### src/pdb_defines.svh
// Purpose: Constants for the carrier-mode self-test policy block.
// Assumes: A 125 MHz core clock.
// Notes:   Times are kept in microseconds; cycle counts derive from them.
`ifndef PDB_DEFINES_SVH
`define PDB_DEFINES_SVH

// Core clock rate in MHz.
`define PDB_CLK_MHZ        125
// Carrier-mode duration in microseconds (plain default, tune per product).
`define PDB_CONT_MODE_US   50000
// Persistent no-response interval in microseconds (plain default).
`define PDB_NORESP_US      100000
// Core cycles per pattern bit.
`define PDB_BIT_DIV        4
// Width of the message identifier.
`define PDB_MSG_ID_W       3
// Reset value of the stored identifier.
`define PDB_MSG_ID_RST     3'h0

`endif

### src/pdb_pkg.sv
// Purpose: Types shared by the carrier-mode self-test policy block.
// Assumes: Nothing beyond the defines header.
// Notes:   States are one-hot, but each state's actions decode from a compare of the whole state.
package pdb_pkg;

	// Policy states, one-hot.
	typedef enum logic [4:0] {
		S_IDLE    = 5'h01,
		S_ACK     = 5'h02,
		S_ENTER   = 5'h04,
		S_CARRIER = 5'h08,
		S_EXIT    = 5'h10
	} pdb_state_t;

endpackage

### src/pdb_pat_if.sv
// Purpose: Link between the policy engine and the pattern generator.
// Assumes: Single clock domain.
// Notes:   The generator runs only while enable is high.
`timescale 1ns/100ps
interface pdb_pat_if;
	logic en;      // Generator enable.
	logic bit_val; // Present pattern bit.
	logic tick;    // One-cycle pulse at each new bit.

	modport gen (input en, output bit_val, output tick);
	modport ctl (output en, input bit_val, input tick);
endinterface

### src/pdb_bist_policy.sv
// Purpose: Policy engine and protocol sequencing for the carrier-mode self test.
// Assumes: Receive and transmit indications are synchronous one-cycle pulses.
// Notes:   The physical layer owns CRC arithmetic; this block requests it.
// Operation
// [RULE1] Accept message only if identifier differs.
// [RULE2] Build acknowledgement after accepting the message.
// [RULE3] Physical layer appends CRC to acknowledgement.
// [RULE4] Tester recomputes and checks acknowledgement CRC.
// [RULE5] Tester strips CRC, forwards acknowledgement upward.
// [RULE6] Tester bumps counter and stops its timer.
// [RULE7] Tester policy learns message was delivered.
// [RULE8] After acknowledgement, enter carrier mode, tell protocol.
// [RULE9] Protocol layer tells physical layer to enter.
// [RULE10] In carrier mode, policy requests the pattern.
// [RULE11] Protocol layer passes pattern request to physical.
// [RULE12] Pattern is sent continuously, unframed, without gaps.
// [RULE13] Tester accepts the continuous pattern stream.
// [RULE14] Leave carrier mode when the interval elapses.
// [RULE15] States run entry and exit actions.
// [RULE16] State timers start on entry, stop on exit.
// [RULE17] Only the no-response timer persists across states.
// [RULE18] Timer expiry is a state transition condition.
// [RULE19] Priority: protocol, then internal, then manager.
// [RULE20] Some transitions apply from any state.
// [RULE21] Discarded message retried after incoming handled.
// [RULE22] Ignore traffic in carrier mode, then restore.
`timescale 1ns/100ps
`include "pdb_defines.svh"
module pdb_bist_policy #(
	parameter int unsigned CONT_CYC   = `PDB_CONT_MODE_US * `PDB_CLK_MHZ,
	parameter int unsigned NORESP_CYC = `PDB_NORESP_US * `PDB_CLK_MHZ
) (
	// Clock and reset.
	input  wire logic                     CLK,
	input  wire logic                     RST_N,
	// Received message from the physical layer, CRC already checked.
	input  wire logic                     RX_VALID,
	input  wire logic                     RX_IS_BIST,
	input  wire logic                     RX_CARRIER,
	input  wire logic [`PDB_MSG_ID_W-1:0] RX_MSG_ID,
	// Transmit path handshake.
	input  wire logic                     TX_SENT,
	input  wire logic                     TX_DISCARDED,
	output logic                          TX_GOODCRC,
	output logic                          TX_APPEND_CRC,
	output logic [`PDB_MSG_ID_W-1:0]      TX_GOODCRC_ID,
	// Device policy manager and global events.
	input  wire logic                     DPM_REQ,
	input  wire logic                     HARD_RESET,
	output logic                          DPM_ACK,
	output logic                          MSG_TO_PE,
	output logic                          RETRY_REQ,
	output logic                          NORESP_TIMEOUT,
	// Carrier mode controls and pattern stream.
	output logic                          PRL_CARRIER_MODE,
	output logic                          PHY_CARRIER_MODE,
	output logic                          PRL_PATTERN_EN,
	output logic                          PHY_PATTERN_VALID,
	output logic                          PHY_PATTERN_BIT
);

	////////////////////////////////////////////////////////////////////////////////
	// Declarations.

	pdb_pkg::pdb_state_t state_q;            // Present policy state.
	pdb_pkg::pdb_state_t state_d;            // Next policy state.
	logic [`PDB_MSG_ID_W-1:0] id_q;          // Stored identifier.
	logic                     id_vld_q;      // Identifier has been stored.
	logic [31:0]              cont_q;        // Carrier-mode timer.
	logic [31:0]              noresp_q;      // Persistent no-response timer.
	logic                     noresp_run_q;  // No-response timer running.
	logic                     pend_q;        // Discarded message awaits retry.
	logic                     in_idle;       // Decoded idle state.
	logic                     in_car;        // Decoded carrier state.
	logic                     id_new;        // Incoming identifier differs.
	logic                     accept;        // Message accepted.
	logic                     bist_acc;      // Accepted carrier-mode request.
	logic                     cont_exp;      // Carrier interval elapsed.
	logic                     noresp_exp;    // No-response interval elapsed.
	logic                     dpm_take;      // Manager request served.

	pdb_pat_if pat ();

	////////////////////////////////////////////////////////////////////////////////
	// Decode.

	assign in_idle    = (state_q == pdb_pkg::S_IDLE);
	assign in_car     = (state_q == pdb_pkg::S_CARRIER);
	assign id_new     = !id_vld_q || (RX_MSG_ID != id_q); // [RULE1]
	// Traffic is only taken in idle, so carrier mode ignores it. [RULE22]
	assign accept     = RX_VALID && in_idle && id_new;
	assign bist_acc   = accept && RX_IS_BIST && RX_CARRIER;
	assign cont_exp   = in_car && (cont_q == CONT_CYC - 1); // [RULE18]
	assign noresp_exp = noresp_run_q && (noresp_q == NORESP_CYC - 1);
	// Manager requests lose to receive indications and timer events. [RULE19]
	assign dpm_take   = DPM_REQ && in_idle && !RX_VALID && !noresp_exp;
	assign pat.en     = PRL_PATTERN_EN;

	// Next-state selection; hard reset wins from any state.
	always_comb begin
		state_d = state_q;
		if (HARD_RESET) begin
			state_d = pdb_pkg::S_IDLE; // [RULE20]
		end else begin
			case (state_q)
				pdb_pkg::S_IDLE:    state_d = bist_acc ? pdb_pkg::S_ACK : state_q;
				pdb_pkg::S_ACK:     state_d = TX_SENT ? pdb_pkg::S_ENTER : state_q; // [RULE8]
				pdb_pkg::S_ENTER:   state_d = pdb_pkg::S_CARRIER;
				pdb_pkg::S_CARRIER: state_d = cont_exp ? pdb_pkg::S_EXIT : state_q; // [RULE14]
				pdb_pkg::S_EXIT:    state_d = pdb_pkg::S_IDLE;
				default:            state_d = pdb_pkg::S_IDLE;
			endcase
		end
	end

	////////////////////////////////////////////////////////////////////////////////
	// State, identifier and acknowledgement.

	// State register and identifier store.
	always_ff @(posedge CLK or negedge RST_N) begin
		if (!RST_N) begin
			state_q  <= pdb_pkg::S_IDLE;
			id_q     <= `PDB_MSG_ID_RST;
			id_vld_q <= 1'b0;
		end else begin
			state_q <= state_d;
			if (HARD_RESET) begin
				id_vld_q <= 1'b0; // Protocol reset forgets the identifier.
			end else if (accept) begin
				id_q     <= RX_MSG_ID; // [RULE1]
				id_vld_q <= 1'b1;
			end
		end
	end

	// Each accepted message is handed up and acknowledged with CRC appended, unless hard reset comes in the same cycle.
	always_ff @(posedge CLK or negedge RST_N) begin
		if (!RST_N) begin
			MSG_TO_PE     <= 1'b0;
			TX_GOODCRC    <= 1'b0;
			TX_APPEND_CRC <= 1'b0;
			TX_GOODCRC_ID <= `PDB_MSG_ID_RST;
			DPM_ACK       <= 1'b0;
		end else begin
			MSG_TO_PE     <= accept && !HARD_RESET;
			TX_GOODCRC    <= accept && !HARD_RESET; // [RULE2]
			TX_APPEND_CRC <= accept && !HARD_RESET; // [RULE3]
			DPM_ACK       <= dpm_take && !HARD_RESET;
			if (accept) begin
				TX_GOODCRC_ID <= RX_MSG_ID;
			end
		end
	end

	////////////////////////////////////////////////////////////////////////////////
	// Mode controls: entry and exit actions of each state.

	// Protocol flags are set by the policy; physical flags follow a cycle later, except that hard reset clears both carrier-mode flags at once.
	always_ff @(posedge CLK or negedge RST_N) begin
		if (!RST_N) begin
			PRL_CARRIER_MODE <= 1'b0;
			PHY_CARRIER_MODE <= 1'b0;
			PRL_PATTERN_EN   <= 1'b0;
		end else if (HARD_RESET) begin
			PRL_CARRIER_MODE <= 1'b0;
			PHY_CARRIER_MODE <= 1'b0;
			PRL_PATTERN_EN   <= 1'b0;
		end else begin
			// Entry to ENTER commands protocol carrier mode. [RULE15] [RULE8]
			if (state_d == pdb_pkg::S_ENTER && !PRL_CARRIER_MODE) begin
				PRL_CARRIER_MODE <= 1'b1;
			end else if (state_d == pdb_pkg::S_EXIT) begin
				PRL_CARRIER_MODE <= 1'b0; // Exit action restores normal mode. [RULE22]
			end
			PHY_CARRIER_MODE <= PRL_CARRIER_MODE; // [RULE9]
			// Pattern is requested for as long as the next state is the carrier state. [RULE10]
			PRL_PATTERN_EN   <= (state_d == pdb_pkg::S_CARRIER);
		end
	end

	// Pattern stream is re-registered so the pins come from flip-flops.
	always_ff @(posedge CLK or negedge RST_N) begin
		if (!RST_N) begin
			PHY_PATTERN_VALID <= 1'b0;
			PHY_PATTERN_BIT   <= 1'b0;
		end else begin
			PHY_PATTERN_VALID <= PRL_PATTERN_EN; // [RULE11]
			PHY_PATTERN_BIT   <= pat.bit_val;    // [RULE12]
		end
	end

	pdb_pattern_gen #(
		.BIT_DIV (`PDB_BIT_DIV)
	) u_gen (
		.CLK   (CLK),
		.RST_N (RST_N),
		.pat   (pat.gen)
	);

	////////////////////////////////////////////////////////////////////////////////
	// Timers.

	// The carrier timer lives only in the carrier state and clears on leaving.
	always_ff @(posedge CLK or negedge RST_N) begin
		if (!RST_N) begin
			cont_q <= 32'h0000_0000;
		end else if (in_car && !cont_exp && !HARD_RESET) begin
			cont_q <= cont_q + 32'h0000_0001; // [RULE16]
		end else begin
			cont_q <= 32'h0000_0000;
		end
	end

	// The no-response timer persists across states until a new message or
	// hard reset; the level it raises is sticky so software-free logic sees it.
	always_ff @(posedge CLK or negedge RST_N) begin
		if (!RST_N) begin
			noresp_q       <= 32'h0000_0000;
			noresp_run_q   <= 1'b0;
			NORESP_TIMEOUT <= 1'b0;
		end else if (HARD_RESET || accept) begin
			noresp_q       <= 32'h0000_0000;
			noresp_run_q   <= bist_acc && !HARD_RESET;
			// An expiry in the same cycle as an accept still raises the flag.
			NORESP_TIMEOUT <= noresp_exp && !HARD_RESET; // [RULE18]
		end else if (noresp_exp) begin
			noresp_run_q   <= 1'b0; // [RULE17]
			NORESP_TIMEOUT <= 1'b1; // [RULE18]
		end else if (noresp_run_q) begin
			noresp_q <= noresp_q + 32'h0000_0001; // [RULE17]
		end
	end

	// A discarded send is retried once idle with no incoming message pending;
	// a new discard in the retry cycle wins over the clear.
	always_ff @(posedge CLK or negedge RST_N) begin
		if (!RST_N) begin
			pend_q    <= 1'b0;
			RETRY_REQ <= 1'b0;
		end else begin
			RETRY_REQ <= pend_q && in_idle && !RX_VALID && !HARD_RESET; // [RULE21]
			if (TX_DISCARDED) begin
				pend_q <= 1'b1;
			end else if (HARD_RESET || (pend_q && in_idle && !RX_VALID)) begin
				pend_q <= 1'b0;
			end
		end
	end
endmodule

### src/pdb_pattern_gen.sv
// Purpose: Continuous alternating carrier pattern generator.
// Assumes: Enable is held for the whole carrier interval.
// Notes:   The bit rate is a one-cycle enable from a divider.
`timescale 1ns/100ps
`include "pdb_defines.svh"
module pdb_pattern_gen #(
	parameter int unsigned BIT_DIV = `PDB_BIT_DIV
) (
	// Clock and reset.
	input  wire logic CLK,
	input  wire logic RST_N,
	// Link to the policy engine.
	pdb_pat_if.gen    pat
);

	logic [15:0] div_q;   // Bit-rate divider.
	logic        wrap;    // Divider end of count.
	logic        bit_q;   // Pattern bit.
	logic        tick_q;  // Bit strobe.

	assign wrap        = (div_q == 16'(BIT_DIV - 1));
	assign pat.bit_val = bit_q;
	assign pat.tick    = tick_q;

	// Divider restarts while idle so the first bit has full length.
	always_ff @(posedge CLK or negedge RST_N) begin
		if (!RST_N) begin
			div_q  <= 16'h0000;
			bit_q  <= 1'b0;
			tick_q <= 1'b0;
		end else if (!pat.en) begin
			div_q  <= 16'h0000;
			bit_q  <= 1'b0;
			tick_q <= 1'b0;
		end else begin
			div_q  <= wrap ? 16'h0000 : div_q + 16'h0001;
			tick_q <= wrap;
			if (wrap) begin
				bit_q <= ~bit_q; // Toggle with no gaps. [RULE12]
			end
		end
	end
endmodule

### config.mk
export PLATFORM = sky130hd
export DESIGN_NAME = pdb_bist_policy
export DESIGN_NICKNAME = d
export VERILOG_FILES = /design/src/pdb_pkg.sv /design/src/pdb_pat_if.sv /design/src/pdb_bist_policy.sv /design/src/pdb_pattern_gen.sv
export VERILOG_INCLUDE_DIRS = /design/src
export SDC_FILE = /design/constraint.sdc
export NUM_CORES = 1
export LEC_CHECK = 0
export ABC_CLOCK_PERIOD_IN_PS = 1700
export BUFFER_PORTS_ARGS = -buffer_cell sky130_fd_sc_hd__buf_2
export CORE_ASPECT_RATIO = 1.4
export CORE_MARGIN = 10
export CORE_UTILIZATION = 55
export DETAILED_ROUTE_END_ITERATION = 16
export MAX_ROUTING_LAYER = met4
export PLACE_DENSITY = 0.82
export SLEW_MARGIN = 20
export SYNTH_ARGS = -nofsm -noshare
export SYNTH_HDL_FRONTEND = slang
export SYNTH_SLANG_ARGS = --single-unit
### constraint.sdc
create_clock -name CLK -period 1.7 [get_ports CLK]
set_input_delay 0.34 -clock CLK [delete_from_list [all_inputs] [get_ports CLK]]
set_output_delay 0.34 -clock CLK [all_outputs]
set_load 0.005 [all_outputs]
==> flow_summary.ini <==
[run_status]
outcome = finished with violations
violations = setup timing

[timing]
drv_slew = 0
tightestPinTransition_ns = 0.511
maxSlewHeadroom_pct = 65.7
min_period_over_period_pct = 112
clock.fmax_mhz = 525
timing.final.ws_setup_ns = -0.205
final.min_clock_period_ns = 1.91
setup-violations-final = 54
rsz0062_at_grt = true
holdWs_ns = 0.245
clock_skew_ns = 0.0189
setup_tns_ns = -7.90
finalHoldViolations = 0

[logic_synthesis]
seq_area_frac_synth_pct = 51.1
synthTopCellsByArea = dfrtp_1 51%, xnor2_1 7.9%, nor2_1 6.2%, xor2_1 4.3%, nand3_1 3.8%
syn_area_um2 = 5090
post_synth.cell_area_avg_um2 = 9.84
ys.flop_type = dfrtp_1
syn_inst = 518
synth_top_area_share_pct = 50.6
yosysWarnings = 0
synth_cell_types = 44
synth_area_leader_cell = dfrtp_1
synth_edf_count = 0
synth_nets = 533
async_flop_share_pct = 100
ys_seq_elements = 104

[worst_hold_path]
min_path_cells = 2
hp-start = TX_DISCARDED
hold_path_class = input pin to flop
hold_end = pend_q$_DFFE_PN0P_

[critical_path]
worstRegToRegCells = 6
ff2ff_setup_slack_ns = -0.21
cpLargestDelayFamily = simple AND/OR/NAND/NOR gates
end_kind = flop
arrival_ns = 2.13
crit_buf_inv = 1
slowest_stage = o41ai_4
start_kind = flop
cp_max_fo = 5
slowest_delay_ns = 0.42
path_cells = nand4_1 > or3_4 > o41ai_4 > buf_4 > mux2i_1 > nor2_1
required_ns = 1.93
path_class = flop to flop
r2r-start = noresp_q[10]$_DFFE_PN0P_
r2r-end = noresp_q[1]$_DFFE_PN0P_

[place]
gp_congestion = 0.856
io_buffers = 25
post-place-cells = 729
place.detailed.hpwl_um = 8990

[die]
ios = 26
die_w_um = 101
die_y_um = 134
initial_utilization_pct = 56.4
core_area_um2 = 9030
die-area_um2 = 13600
rows = 41

[routing]
routed.top_layer = met4
drc = 0
wl_per_cell_um = 22.2
viasPerCell = 6.38
met3_length_um = 1010
ant_nets = 0
drt_iter0_markers = 380
vias = 4908
drt-pass1-iter-count = 5
finalWirelength_um = 17100
wl_met1_um = 6010
dr_wl_met2_um = 9330

[finish]
drive_gt1_share_pct = 43.4
area_growth_pct = 44.8
mostFrequentLayoutCells = 100 x dfrtp_1, 98 x buf_4, 51 x nor2_1
finalCoreUtilization_pct = 81.7
final_nets = 671
fin_cells = 769
fill_cells = 439
final_common_cell = dfrtp_1

[clock_network]
clock_path_buffers = 2
clk-insertion-delay-late_ns = 0.35
cts-htree-levels = 3
cts_tree = done
cts_root_buffer = clkbuf_16
cts_sinks = 104
path_clk_slew_ns = 0.08
cts_buffers = 9

[global_route]
antenna_found_initial = 1
gr-total-overflow = 0
grt_pass1_wl_um = 24000
grtUsageTotal_pct = 22.2
grt_pass1_vias = 4963
grt_max_degree = 49

[pwr]
total_power_mw = 4.82
p_per_area_nw_per_um2 = 654
worst_ir_drop_vdd_uv = 670
p_leak_nw = 3.17

[run]
maxCapViolCount = 0
worst register-to-register path: cells and delay by family (launching register included):
family	cells	cell delay, ns
AND/OR/NAND/NOR	3	0.57
AO/OA/AOI/OAI	1	0.42
flip-flops	1	0.39
buffers and inverters	1	0.21
multiplexers	1	0.20
routing by layer:
metal	vias up	global-route usage (%)
met5	-	-
met4	0	9.86
met3	78	3.96
met2	260	39.2
met1	2479	23.2
li1	2091	-
layout make-up:
class	count	area, µm²	share of cell area, %
well taps	107	134	1.81
clock buffers	12	236	3.21
diodes	1	2.50	0.0339
flip-flops and latches	104	2610	35.3
clock inverters	4	30.0	0.407
multi-input cells	379	3120	42.3
inverters	16	60.1	0.814
repair buffers	146	1190	16.1
flip-flops by register name, summed over array words and instances (netlist names):
register and cells:
PHY_CARRIER_MODE 1, NORESP_TIMEOUT 1, PHY_PATTERN_BIT 1, RETRY_REQ 1
noresp_run_q 1, cont_q 32, PHY_PATTERN_VALID 1, noresp_q 32
PRL_CARRIER_MODE 1, u_gen.pat.bit_val 1, TX_GOODCRC_ID 3, id_q 3
DPM_ACK 1, PRL_PATTERN_EN 1, id_vld_q 1, state_q 5
MSG_TO_PE 1, u_gen.div_q 16, pend_q 1
worst max path at each step:
stage / start / endpoint / slack (ns) / cells after the start
after floorplan: noresp_q[14]$_DFFE_PN0P_ / noresp_q[30]$_DFFE_PN0P_ / -0.10 / 6
after global placement: noresp_q[6]$_DFFE_PN0P_ / noresp_q[31]$_DFFE_PN0P_ / -0.11 / 5
after detailed placement: noresp_q[6]$_DFFE_PN0P_ / noresp_q[31]$_DFFE_PN0P_ / -0.17 / 5
after CTS: noresp_q[10]$_DFFE_PN0P_ / noresp_q[1]$_DFFE_PN0P_ / -0.14 / 6
after global routing: noresp_q[6]$_DFFE_PN0P_ / noresp_q[1]$_DFFE_PN0P_ / -0.29 / 8
final: noresp_q[10]$_DFFE_PN0P_ / noresp_q[1]$_DFFE_PN0P_ / -0.21 / 6
power by group:
part	switching [mW]	leakage, nW	total [mW]	internal [mW]
registers	0.0323	1.43	2.55	2.52
logic	0.192	1.62	0.334	0.142
clock network	0.936	0.127	1.94	1.00
stage by stage:
step | worst slack (ns) | area, µm²
2_1_floorplan | -0.101 | 5160
3_3_place_gp | -0.109 | 6100
3_5_place_dp | -0.165 | 6100
4_1_cts | -0.140 | 6760
5_1_grt | -0.290 | 7380
6_report | -0.205 | 7380
repair_timing:
| action | in CTS | in global routing |
|---|---|---|
| setup endpoints to repair | 61 | 76 |
| hold endpoints to repair | 17 | 0 |
| hold buffers | 1 | 0 |
| pin swaps | 47 | 57 |
| cloned | 4 | 1 |
| gates resized for setup | 67 | 123 |
| setup buffers | 10 | 9 |
cells in the mapped netlist (11+ instances only):
cell and count:
a21oi_1 11, nand3_1 39, nand4_1 23, dfrtp_1 103, nor2_1 84, nand2_1 28
xnor2_1 46, and4_1 11, and3_1 12, nor3_1 20, nor4_1 17, xor2_1 25
inv_1 16
cell families after synthesis:
family	share of synthesized area, %
flops	51.1
simple gates	27.3
compound gates	4.03
mux	1.52
buf+inv	3.07
fa+ha+maj	0.737
xor+xnor	12.2
Power figures use the tool's default switching activity.
